## src/hw/sti_pkg.sv

```systemverilog
/*
  constants, states and carriers of the thermal sensor serial register front end.
  assumes a 40 MHz core clock and a bus whose pins are already synchronous to it.
*/
package sti_pkg;
  // clock and bus timeout (longest time, so the count rounds down)
  localparam int CLK_HZ = 40_000_000;
  localparam int TIMEOUT_MS = 35;
  localparam int TIMEOUT_CYCLES = CLK_HZ / 1000 * TIMEOUT_MS;
  localparam logic [6:0] SLAVE_ADDR = 7'h4c;

  // register offsets
  localparam logic [7:0] OFS_LOCAL_TEMP = 8'h00;
  localparam logic [7:0] OFS_REM_MSB = 8'h01;
  localparam logic [7:0] OFS_ALERT = 8'h02;
  localparam logic [7:0] OFS_CONFIG = 8'h03;
  localparam logic [7:0] OFS_RATE = 8'h04;
  localparam logic [7:0] OFS_LOCAL_HI = 8'h05;
  localparam logic [7:0] OFS_REM_HI = 8'h07;
  localparam logic [7:0] OFS_REM_LO = 8'h08;
  localparam logic [7:0] OFS_CONFIG_MIR = 8'h09;
  localparam logic [7:0] OFS_RATE_MIR = 8'h0a;
  localparam logic [7:0] OFS_LOCAL_HI_MIR = 8'h0b;
  localparam logic [7:0] OFS_REM_HI_MIR = 8'h0d;
  localparam logic [7:0] OFS_REM_LO_MIR = 8'h0e;
  localparam logic [7:0] OFS_ONE_SHOT = 8'h0f;
  localparam logic [7:0] OFS_REM_LSB = 8'h10;
  localparam logic [7:0] OFS_OFFSET = 8'h11;
  localparam logic [7:0] OFS_FILTER = 8'hbf;

  // values after reset and writable bit masks
  localparam logic [7:0] RST_CONFIG = 8'h00;
  localparam logic [7:0] RST_RATE = 8'h08;
  localparam logic [7:0] RST_LOCAL_HI = 8'h46;
  localparam logic [7:0] RST_REM_HI = 8'h69;
  localparam logic [7:0] RST_REM_LO = 8'h00;
  localparam logic [7:0] RST_OFFSET = 8'h00;
  localparam logic [7:0] RST_FILTER = 8'h00;
  localparam logic [7:0] MASK_CONFIG = 8'he7;
  localparam logic [7:0] MASK_RATE = 8'h0f;
  localparam logic [7:0] MASK_FILTER = 8'h07;

  // field positions
  localparam int CFG_FAULT_QUEUE = 0;
  localparam int CFG_STANDBY = 6;
  localparam int FLT_SEL_LO = 1;
  localparam int ALT_BUSY = 7;
  localparam int ALT_LOCAL_HI = 6;
  localparam int ALT_REM_HI = 4;
  localparam int ALT_REM_LO = 3;
  localparam int ALT_DIODE = 2;

  // filter selections
  localparam logic [1:0] FILT_NONE = 2'h0;
  localparam logic [1:0] FILT_STD = 2'h1;
  localparam logic [1:0] FILT_RSVD = 2'h2;
  localparam logic [1:0] FILT_ENH = 2'h3;
  localparam logic signed [15:0] FILT_CLIP = 16'sh0100;

  // fault queue: channels and required run length
  localparam int NCH = 3;
  localparam logic [1:0] FQ_COUNT = 2'h3;

  typedef enum logic [3:0] {
    ST_IDLE = 4'h0, ST_ADDR = 4'h1, ST_ADDR_ACK = 4'h2, ST_CMD = 4'h3, ST_CMD_ACK = 4'h4,
    ST_WDATA = 4'h5, ST_WDATA_ACK = 4'h6, ST_IGNORE = 4'h7, ST_RDATA = 4'h8, ST_RDATA_ACK = 4'h9
  } sti_state_t;

  typedef struct packed {
    logic [7:0] config_r;
    logic [7:0] rate;
    logic [7:0] local_hi;
    logic [7:0] rem_hi;
    logic [7:0] rem_lo;
    logic [7:0] offset;
    logic [7:0] filter;
  } sti_regs_t;
endpackage : sti_pkg

```

## src/hw/sti_regif.sv

```systemverilog
/*
  serial register front end of a remote-diode thermal sensor: bus slave, register bank,
  remote filter and fault queue.
  assumes scl/sda already synchronous to clk_in and an outside converter that pulses conversion_interval_code_done_in.
*/
`timescale 1ns/1ps
module sti_regif import sti_pkg::*; #(
  parameter int TIMEOUT = TIMEOUT_CYCLES
) (
  // clock, reset, enable
  input wire logic clk_in,
  input wire logic reset_in,
  input wire logic clk_en_in,
  // serial bus
  input wire logic scl_in,
  input wire logic sda_in,
  output logic sda_out,
  output logic sda_oe_out,
  // converter side
  input wire logic [7:0] local_temp_in,
  input wire logic [10:0] remote_raw_in,
  input wire logic conversion_interval_code_done_in,
  input wire logic busy_in,
  input wire logic diode_fault_in,
  output logic one_shot_out,
  output logic standby_out,
  output sti_regs_t regs_out,
  output logic [7:0] alert_flags_out
);
  sti_state_t state_reg, state_next;
  logic [3:0] bit_reg, bit_next;
  logic [7:0] shift_reg, shift_next, ptr_reg, ptr_next;
  logic oe_reg, oe_next, rw_reg, rw_next, scl_q, sda_q;
  logic [20:0] tmo_reg, tmo_next;
  logic wr_stb, rd_stb;
  sti_regs_t regs_reg, regs_next;
  logic one_shot_reg, one_shot_next;
  logic [7:0] local_reg, local_next;
  logic [12:0] rem_reg, rem_next;
  logic signed [14:0] acc_reg, acc_next;
  logic [3:0] flag_reg, flag_next;
  logic [1:0] cnt_reg [NCH];
  logic [1:0] cnt_next [NCH];
  logic [NCH-1:0] cond, hit;
  logic start_c, stop_c, scl_rise, scl_fall, tmo_hit;

  assign start_c = scl_in & scl_q & sda_q & ~sda_in;
  assign stop_c = scl_in & scl_q & ~sda_q & sda_in;
  assign scl_rise = scl_in & ~scl_q;
  assign scl_fall = ~scl_in & scl_q;
  assign tmo_hit = tmo_reg >= 21'(TIMEOUT - 1);

  // mirrors fold onto their physical register
  function automatic logic [7:0] map_addr(input logic [7:0] a);
    case (a)
      OFS_CONFIG_MIR: map_addr = OFS_CONFIG;
      OFS_RATE_MIR: map_addr = OFS_RATE;
      OFS_LOCAL_HI_MIR: map_addr = OFS_LOCAL_HI;
      OFS_REM_HI_MIR: map_addr = OFS_REM_HI;
      OFS_REM_LO_MIR: map_addr = OFS_REM_LO;
      default: map_addr = a;
    endcase
  endfunction : map_addr

  function automatic logic [7:0] read_byte(input logic [7:0] a);
    case (map_addr(a))
      OFS_LOCAL_TEMP: read_byte = local_reg;
      OFS_REM_MSB: read_byte = rem_reg[12:5];
      OFS_ALERT: read_byte = alert_flags_out;
      OFS_CONFIG: read_byte = regs_reg.config_r;
      OFS_RATE: read_byte = regs_reg.rate;
      OFS_LOCAL_HI: read_byte = regs_reg.local_hi;
      OFS_REM_HI: read_byte = regs_reg.rem_hi;
      OFS_REM_LO: read_byte = regs_reg.rem_lo;
      OFS_REM_LSB: read_byte = {rem_reg[4:0], 3'h0};
      OFS_OFFSET: read_byte = regs_reg.offset;
      OFS_FILTER: read_byte = regs_reg.filter;
      default: read_byte = 8'h00;
    endcase
  endfunction : read_byte

  // serial state machine
  always_comb begin
    state_next = state_reg;
    bit_next = bit_reg;
    shift_next = shift_reg;
    ptr_next = ptr_reg;
    oe_next = oe_reg;
    rw_next = rw_reg;
    wr_stb = 1'b0;
    rd_stb = 1'b0;
    tmo_next = (!scl_in || !sda_in) ? ((tmo_reg == '1) ? tmo_reg : tmo_reg + 21'h1) : 21'h0;
    if (tmo_hit) begin
      state_next = ST_IDLE;
      oe_next = 1'b0;
      tmo_next = 21'h0;
    end else if (start_c) begin
      state_next = ST_ADDR;
      bit_next = 4'h0;
      oe_next = 1'b0;
    end else if (stop_c) begin
      state_next = ST_IDLE;
      oe_next = 1'b0;
    end else begin
      case (state_reg)
        ST_ADDR, ST_CMD, ST_WDATA, ST_IGNORE: begin
          if (scl_rise) begin
            shift_next = {shift_reg[6:0], sda_in};
            bit_next = bit_reg + 4'h1;
          end else if (scl_fall && bit_reg == 4'h8) begin
            bit_next = 4'h0;
            case (state_reg)
              ST_ADDR: begin
                if (shift_reg[7:1] == SLAVE_ADDR) begin
                  state_next = ST_ADDR_ACK;
                  oe_next = 1'b1;
                  rw_next = shift_reg[0];
                end else begin
                  state_next = ST_IDLE;
                end
              end
              ST_CMD: begin
                ptr_next = shift_reg;
                state_next = ST_CMD_ACK;
                oe_next = 1'b1;
              end
              ST_WDATA: begin
                wr_stb = 1'b1;
                state_next = ST_WDATA_ACK;
                oe_next = 1'b1;
              end
              default: state_next = ST_IGNORE;
            endcase
          end
        end
        ST_ADDR_ACK: begin
          if (scl_fall) begin
            bit_next = 4'h0;
            if (rw_reg) begin
              shift_next = read_byte(ptr_reg);
              rd_stb = 1'b1;
              oe_next = ~shift_next[7];
              state_next = ST_RDATA;
            end else begin
              oe_next = 1'b0;
              state_next = ST_CMD;
            end
          end
        end
        ST_CMD_ACK: begin
          if (scl_fall) begin
            oe_next = 1'b0;
            state_next = ST_WDATA;
          end
        end
        ST_WDATA_ACK: begin
          if (scl_fall) begin
            oe_next = 1'b0;
            state_next = ST_IGNORE;
          end
        end
        ST_RDATA: begin
          if (scl_fall) begin
            if (bit_reg == 4'h7) begin
              oe_next = 1'b0;
              state_next = ST_RDATA_ACK;
            end else begin
              shift_next = {shift_reg[6:0], 1'b0};
              oe_next = ~shift_next[7];
              bit_next = bit_reg + 4'h1;
            end
          end
        end
        ST_RDATA_ACK: begin
          if (scl_rise) begin
            shift_next[0] = sda_in;
          end else if (scl_fall) begin
            bit_next = 4'h0;
            if (!shift_reg[0]) begin
              shift_next = read_byte(ptr_reg);
              rd_stb = 1'b1;
              oe_next = ~shift_next[7];
              state_next = ST_RDATA;
            end else begin
              state_next = ST_IDLE;
            end
          end
        end
        default: state_next = ST_IDLE;
      endcase
    end
  end

  always_ff @(posedge clk_in) begin
    if (reset_in) begin
      state_reg <= ST_IDLE;
      bit_reg <= 4'h0;
      shift_reg <= 8'h00;
      ptr_reg <= 8'h00;
      oe_reg <= 1'b0;
      rw_reg <= 1'b0;
      tmo_reg <= 21'h0;
      scl_q <= 1'b1;
      sda_q <= 1'b1;
    end else if (clk_en_in) begin
      state_reg <= state_next;
      bit_reg <= bit_next;
      shift_reg <= shift_next;
      ptr_reg <= ptr_next;
      oe_reg <= oe_next;
      rw_reg <= rw_next;
      tmo_reg <= tmo_next;
      scl_q <= scl_in;
      sda_q <= sda_in;
    end
  end

  // register bank; read-only and reserved targets fall through untouched
  always_comb begin
    regs_next = regs_reg;
    one_shot_next = 1'b0;
    if (wr_stb) begin
      case (map_addr(ptr_reg))
        OFS_CONFIG: regs_next.config_r = shift_reg & MASK_CONFIG;
        OFS_RATE: regs_next.rate = shift_reg & MASK_RATE;
        OFS_LOCAL_HI: regs_next.local_hi = shift_reg;
        OFS_REM_HI: regs_next.rem_hi = shift_reg;
        OFS_REM_LO: regs_next.rem_lo = shift_reg;
        OFS_OFFSET: regs_next.offset = shift_reg;
        OFS_FILTER: regs_next.filter = shift_reg & MASK_FILTER;
        OFS_ONE_SHOT: one_shot_next = regs_reg.config_r[CFG_STANDBY];
        default: regs_next = regs_reg;
      endcase
    end
  end

  always_ff @(posedge clk_in) begin
    if (reset_in) begin
      regs_reg <= '{RST_CONFIG, RST_RATE, RST_LOCAL_HI, RST_REM_HI, RST_REM_LO, RST_OFFSET, RST_FILTER};
      one_shot_reg <= 1'b0;
    end else if (clk_en_in) begin
      regs_reg <= regs_next;
      one_shot_reg <= one_shot_next;
    end
  end

  // remote filter: first-order average; the floored step can settle a steady input up to 3 accumulator counts low
  logic [1:0] fsel;
  logic signed [14:0] x15;
  logic signed [15:0] diff, step;
  always_comb begin
    fsel = regs_reg.filter[FLT_SEL_LO +: 2];
    x15 = $signed({remote_raw_in, 4'h0});
    diff = 16'(x15) - 16'(acc_reg);
    if (fsel == FILT_ENH && diff > FILT_CLIP) diff = FILT_CLIP;
    if (fsel == FILT_ENH && diff < -FILT_CLIP) diff = -FILT_CLIP;
    step = diff >>> 2;
    local_next = local_reg;
    acc_next = acc_reg;
    rem_next = rem_reg;
    if (conversion_interval_code_done_in) begin
      local_next = local_temp_in;
      if (fsel == FILT_STD || fsel == FILT_ENH) begin
        acc_next = acc_reg + step[14:0];
        rem_next = acc_next[14:2];
      end else begin
        acc_next = x15;
        rem_next = {remote_raw_in, 2'h0};
      end
    end
  end

  always_ff @(posedge clk_in) begin
    if (reset_in) begin
      local_reg <= 8'h00;
      acc_reg <= 15'sh0;
      rem_reg <= 13'h0;
    end else if (clk_en_in) begin
      local_reg <= local_next;
      acc_reg <= acc_next;
      rem_reg <= rem_next;
    end
  end

  // fault queue, one run counter per compared limit
  assign cond[0] = $signed(local_next) > $signed(regs_reg.local_hi);
  assign cond[1] = $signed(rem_next[12:5]) > $signed(regs_reg.rem_hi);
  assign cond[2] = $signed(rem_next[12:5]) < $signed(regs_reg.rem_lo);
  generate
    for (genvar i = 0; i < NCH; i++) begin : g_fq
      always_comb begin
        cnt_next[i] = cnt_reg[i];
        if (conversion_interval_code_done_in) begin
          cnt_next[i] = !cond[i] ? 2'h0 : (cnt_reg[i] == FQ_COUNT) ? FQ_COUNT : cnt_reg[i] + 2'h1;
        end
        hit[i] = conversion_interval_code_done_in && cond[i] &&
                 (!regs_reg.config_r[CFG_FAULT_QUEUE] || cnt_next[i] == FQ_COUNT);
      end
      always_ff @(posedge clk_in) begin
        if (reset_in) begin
          cnt_reg[i] <= 2'h0;
        end else if (clk_en_in) begin
          cnt_reg[i] <= cnt_next[i];
        end
      end
    end
  endgenerate

  // sticky flags clear when the status byte is loaded; a new event wins
  always_comb begin
    flag_next = flag_reg;
    if (rd_stb && map_addr(ptr_reg) == OFS_ALERT) flag_next = 4'h0;
    flag_next = flag_next | {conversion_interval_code_done_in & diode_fault_in, hit};
  end

  always_ff @(posedge clk_in) begin
    if (reset_in) begin
      flag_reg <= 4'h0;
    end else if (clk_en_in) begin
      flag_reg <= flag_next;
    end
  end

  always_comb begin
    alert_flags_out = 8'h00;
    alert_flags_out[ALT_BUSY] = busy_in;
    alert_flags_out[ALT_LOCAL_HI] = flag_reg[0];
    alert_flags_out[ALT_REM_HI] = flag_reg[1];
    alert_flags_out[ALT_REM_LO] = flag_reg[2];
    alert_flags_out[ALT_DIODE] = flag_reg[3];
  end

  assign sda_out = 1'b0;
  assign sda_oe_out = oe_reg;
  assign one_shot_out = one_shot_reg;
  assign standby_out = regs_reg.config_r[CFG_STANDBY];
  assign regs_out = regs_reg;
endmodule : sti_regif

```

## config.mk

```make
export PLATFORM = sky130hd
export DESIGN_NAME = sti_regif
export DESIGN_NICKNAME = d
export VERILOG_FILES = /design/src/hw/sti_pkg.sv /design/src/hw/sti_regif.sv
export SDC_FILE = /design/constraint.sdc
export NUM_CORES = 1
export LEC_CHECK = 0
export ABC_AREA = 1
export BUFFER_PORTS_ARGS = -buffer_cell sky130_fd_sc_hd__buf_4
export CORE_UTILIZATION = 30
export CTS_CLUSTER_SIZE = 12
export DETAILED_ROUTE_END_ITERATION = 10
export PLACE_DENSITY = 0.5
export REMOVE_ABC_BUFFERS = 1
export SYNTH_ARGS = -nofsm -noshare
export SYNTH_HDL_FRONTEND = slang
export SYNTH_SLANG_ARGS = --single-unit
```

## constraint.sdc

```tcl
create_clock -name clk_in -period 7.1 [get_ports clk_in]
set_input_delay 0.71 -clock clk_in [delete_from_list [all_inputs] [get_ports clk_in]]
set_output_delay 0.71 -clock clk_in [all_outputs]
set_load 0.1 [all_outputs]
```

## After elaboration in Yosys (flattened, before gate mapping)

Memory sizes are Yosys's and may differ from the RTL's.
Cells that the tools add are included.

| word-level totals | value |
|---|---|
| memories | 1 |
| RAM bits | 6 |
| flip-flop bits (word level) | 135 |

Memories:

| memory | depth | width | read ports | clocked after Yosys merged registers in | write ports | RTL line | source |
|---|---|---|---|---|---|---|---|
| cnt_reg | 3 | 2 | 3 | 0 | 3 | sti_regif.sv:42 | `logic [1:0] cnt_reg [NCH];` |

| operators by class | value |
|---|---|
| reductions and logical operators | 42 |
| $add $sub $neg | 7 |
| muxes and demuxes | 127 |
| bitwise operators | 23 |
| equal/unequal tests | 83 |
| magnitude comparators | 6 |

Operator list:

| kind | count |
|---|---|
| two-way mux 8 bit | 35 |
| one-hot mux 8 bit (11 select lines) | 2 |
| two-way mux 4 bit | 23 |
| == test 8 x 3 -> 1 bit, second input constant | 9 |
| == test 8 x 4 -> 1 bit, second input constant | 9 |
| two-way mux 21 bit | 3 |
| inequality test 5 bit, second input constant | 10 |
| == test 8 x 2 -> 1 bit, second input constant | 6 |
| == test 8 x 5 -> 1 bit, second input constant | 5 |
| one-hot mux 8 bit (5 select lines) | 1 |
| two-way mux 1 bit | 37 |
| two-way mux 16 bit | 2 |
| one-hot mux 8 bit (4 select lines) | 1 |
| two-way mux 13 bit | 2 |
| two-way mux 2 bit | 13 |
| == test 8 bit, second input constant | 3 |
| one-hot mux 4 bit (6 select lines) | 1 |
| adder 21 x 1 -> 21 bit, second input constant | 1 |
| == test 21 bit, second input constant | 1 |
| >= comparator 21 bit, second input constant | 1 |
| AND reduction 3 bit | 7 |
| == test 4 x 3 -> 1 bit, second input constant | 5 |
| inequality test 2 bit, second input constant | 9 |
| == test 8 x 1 -> 1 bit, second input constant | 2 |
| 44 further kinds | 100 |

## Depth between registers and ports, before layout

| logic depth | value |
|---|---|
| word-level depth | 26 |
| mapped depth | 50 |
| mapped depth without buffers | 50 |

## Worst setup path before layout

OpenSTA, ideal clock, no wires.

| path | value |
|---|---|
| path type | input-to-reg |
| start | input remote_raw_in[3] |
| end | register flag_reg[2] |
| setup slack | 1.443 ns |
| arrival time | 5.524 ns |
| library setup time | 0.134 ns |
| stages | 45 |
| path through | ha_1 > a21oi_1 > o21ai_0 > a21oi_1 > nand2_1 > nand3_1 > nand2_1 > a21o_1 > xor2_1 > nand4_1 > nand2_1 > nand4_2 > nand2_4 > inv_4 > nor2_2 > ha_1 > fa_1 > nand3_1 > [9 not listed] > nand2_1 > nand2_1 > nor2_1 > o22ai_1 > o21ai_0 > ha_1 > a21oi_1 > nor2_1 > a211oi_1 > nand2_1 > nand2_1 > nand3_1 > nand2_1 > inv_1 > nand2_1 > nand2_1 > nand2_1 > a21oi_1 |

| on the way | value |
|---|---|
| cells in the longest elaborated chain, start to end | 17 |
| elaborated cells between the ends (all ways) | 18 |

RTL lines:

| what | RTL line | source |
|---|---|---|
| from (decl) | sti_regif.sv:21 | `input wire logic [10:0] remote_raw_in,` |
| subtractor 15 x 15 -> 16 bit * | sti_regif.sv:254 | `diff = 16'(x15) - 16'(acc_reg);` |
| > comparator 16 x 10 -> 1 bit | sti_regif.sv:255 | `if (fsel == FILT_ENH && diff > FILT_CLIP) diff = FILT_CLIP;` |
| logical AND 1 bit | sti_regif.sv:255 |  |
| two-way mux 16 bit * | sti_regif.sv:255 |  |
| less-than comparator 16 x 9 -> 1 bit | sti_regif.sv:256 | `if (fsel == FILT_ENH && diff < -FILT_CLIP) diff = -FILT_CLIP;` |
| logical AND 1 bit | sti_regif.sv:256 |  |
| two-way mux 16 bit * | sti_regif.sv:256 |  |
| adder 15 bit * | sti_regif.sv:264 | `acc_next = acc_reg + step[14:0];` |
| [2 not listed] | -- |  |
| via rem_next[10] | sti_regif.sv:39 | `logic [12:0] rem_reg, rem_next;` |
| less-than comparator 8 bit * | sti_regif.sv:288 | `assign cond[2] = $signed(rem_next[12:5]) < $signed(regs_reg.rem_lo);` |
| two-way mux 2 bit | sti_regif.sv:294 | `cnt_next[i] = !cond[i] ? 2'h0 : (cnt_reg[i] == FQ_COUNT) ? FQ_COUNT : cnt_reg[i] + 2'h1;` |
| two-way mux 2 bit | sti_regif.sv:293 | `if (conversion_interval_code_done_in) begin` |
| == test 2 bit | sti_regif.sv:297 | `(!regs_reg.config_r[CFG_FAULT_QUEUE] \|\| cnt_next[i] == FQ_COUNT);` |
| logical OR 1 bit | sti_regif.sv:297 |  |
| logical AND 1 bit * | sti_regif.sv:296 | `hit[i] = conversion_interval_code_done_in && cond[i] &&` |
| OR 4 bit * | sti_regif.sv:313 | `flag_next = flag_next \| {conversion_interval_code_done_in & diode_fault_in, hit};` |
| to (signal assigned) | sti_regif.sv:320 | `flag_reg <= flag_next;` |
| to (decl) | sti_regif.sv:41 | `logic [3:0] flag_reg, flag_next;` |

The timed path passes the listed nets; every way through them passes the cells marked *.
A chain may end at the register's enable or synchronous reset.

==> results.cfg <==
[pwr]
internal_power_mw = 1.50
p_switching_mw = 0.771
seqPwrFrac = 0.367
p_comb_frac = 0.227
power_density_nw_per_um2 = 214
p_sw_frac = 0.340
clkPwrFrac = 0.406
power_mw = 2.27
total_leakage_power_nw = 4.50
irDropWorstVdd_mv = 0.174

[critical_path]
critical_path_required_ns = 7.37
crit_path_end_kind = flip-flop
startpoint_type = flip-flop
critPathMaxStageDelay_ns = 0.40
crit_family = simple AND/OR/NAND/NOR gates
cp.arrival_ns = 6.50
crit_buf_inv = 5
crit_type = reg -> reg
cpMaxStageDelayCell = fa_1
cp_max_fo = 8
cpMostUsedCell = nand2_1

[routing]
post_drt_wl_per_cell_um = 16.8
num_vias = 9190
vias_per_cell = 5.07
drt-pass1-iter-count = 5
route.detailed.drc = 0
final_antenna_net_count = 0
drt_wl_total_um = 30400
first_iter_violations = 604

[final_layout]
diodes = 0
area_growth_pct = 16.4
largest_reg_flops = 45
fin_nets = 1491
final_common_cell = nand2_1
drive_above_1_share = 0.123
final_cell_mix = nand2_1 (241), inv_1 (178), a21oi_1 (152)

[synth]
netlist_area_um2 = 9100
synthSimpleGateAreaFrac = 0.268
synth_cells = 1342
async_flop_share = 0
synth_area_per_cell_um2 = 6.78
ys_ff_latch = 136
synthAdderAreaFrac = 0.0778
post_synth_num_cell_types = 65
synth_edf_count = 6
synth.yosys.seq_area_share = 0.306
synth_xor_area_frac = 0.0183
synth_top_family_by_area = simple AND/OR/NAND/NOR gates
ys.flop_type = dfxtp_1
synth_top_area_frac = 0.286
yosysTopAreaCell = dfxtp_1
synth.area.top_cells = dfxtp_1 (29%), nand2_1 (9.9%), a21oi_1 (8.4%), ha_1 (7.6%), inv_1 (7.3%)
muxShareOfSynthArea = 0
synth_compound_area_frac = 0.223
yosys_warnings = 0

[timing]
finalCritPeriodShare = 0.878
finalSetupViolCount = 0
slew_viol_final = 0
maxSlewHeadroom = 0.440
grt_setup_unrepaired = false
final_hold_viol_count = 0
clock.fmax_mhz = 160
min_period_ns = 6.23
worst_slew_pin_slew_ns = 0.837
finalSetupTns_ns = 0
hold_ws_ns = 0.476
fin_worst_skew_ns = 0.0137

[placement]
post-dp-hpwl_um = 23200
place_congestion = 0.897
io_buffers = 79

[grt]
grt_pass1_vias = 8585
grt_pass1_wl_um = 47600
grt_max_degree = 57
gr-total-overflow = 0
antenna_found_initial = 0
grt.total_usage = 0.198

[clocking]
clk_latency_ns = 0.42
cts-resized-gates = 0
hold_buffers = 0
clock_sinks = 136
htreeDepth = 4
cts_buffer_depth = 2
cts_buffers = 17
cts_tree = built
cts.clk_slew.worst_paths_ns = 0.07
post_cts_buffers = 0
ctsRootBufferMaster = clkbuf_16

[floorplan]
start_util = 0.306
die_area_um2 = 31100
core_area_um2 = 29700
die_w_um = 176
rows = 63
num_io_pins = 95
die_y_um = 176

[min_path]
hp-class = reg -> reg

[flow_run]
cap_violations = 0

[status]
status = complete, no violations
-- cell families after synthesis --
| kind of cell | count (synthesis) |
|---|---|
| xor gates and xnor gates | 19 |
| other | 1 |
| and+or+nand+nor | 539 |
| DFF | 136 |
| buffers and inverters | 240 |
| AOI/OAI and AO/OA | 351 |
| adders and majority gates | 56 |
-- power by group through the flow --
stage	logic [mW]	registers (mW)	clock network, mW
finish	0.516	0.833	0.920
CTS	0.514	0.832	0.937
detailed placement	0.510	0.849	0
floorplan	0.358	0.861	0
global placement	0.512	0.849	0
global route	0.578	0.838	0.963
-- cells in the mapped netlist, types with 5 or more instances --
cell type	n
nand4_1	27
ha_1	55
nor3_1	29
clkbuf_1	25
buf_4	19
a221oi_1	5
or2_2	8
inv_1	178
inv_2	8
o21ai_0	105
nor2_2	16
nor4_1	5
a21oi_1	152
edfxtp_1	6
nand3_1	48
xor2_1	14
o22ai_1	19
nand2_2	5
o2111ai_1	5
o211ai_1	12
xnor2_1	5
nor2_1	136
dfxtp_1	130
nand2_1	241
a211oi_1	21
-- worst register-to-register path, delay by kind of cell, from the launching register on --
kind,cells,cell delay [ns]
AOI/OAI and AO/OA,7,1.28
adders and majority gates,4,1.26
xor gates and xnor gates,1,0.27
and+or+nand+nor,29,2.50
DFF,1,0.39
buffers and inverters,5,0.41
-- area by class of cell --
| type | instances | area [um2] |
|---|---|---|
| fill | 3222 | 19100 |
| timing repair buffer | 83 | 623 |
| tap | 390 | 488 |
| clock inverter | 12 | 140 |
| inverter | 190 | 716 |
| clock buffer | 20 | 458 |
| sequential | 136 | 2780 |
| multi-input combinational | 980 | 5400 |
-- per-stage QoR --
step           setup slack, ns   util  area, um2  instances
6_report                 0.866  0.357      10600       1811
2_1_floorplan             1.25      -       8890       1306
4_1_cts                  0.878  0.357      10600       1811
3_3_place_gp             0.685  0.337      10000       1779
3_5_place_dp             0.584  0.337      10000       1779
5_1_grt                  0.118  0.357      10600       1811
-- routing by layer --
| layer | part of all wire | vias up | wire [um] | global-route usage |
|---|---|---|---|---|
| met5 | 0 | - | 0 | 0 |
| met4 | 0.017 | 0 | 521 | 0.0583 |
| met3 | 0.043 | 33 | 1320 | 0.0228 |
| met2 | 0.48 | 265 | 14700 | 0.342 |
| met1 | 0.46 | 4264 | 13800 | 0.257 |
| li1 | - | 4628 | - | - |
-- worst paths after layout --
kind	cells after the start	startpoint	slack (ns)	endpoint
worst max-delay path	46	rem_reg[3]$_SDFFE_PP0P_	0.87	flag_reg[2]$_SDFFE_PP0P_
worst min-delay path	2	sda_oe_out$_SDFFE_PP0P_	0.48	sda_oe_out$_SDFFE_PP0P_
worst max register to register	46	rem_reg[3]$_SDFFE_PP0P_	0.87	flag_reg[2]$_SDFFE_PP0P_
worst min register to register	2	sda_oe_out$_SDFFE_PP0P_	0.48	sda_oe_out$_SDFFE_PP0P_
(Power assumes the default switching activity.)
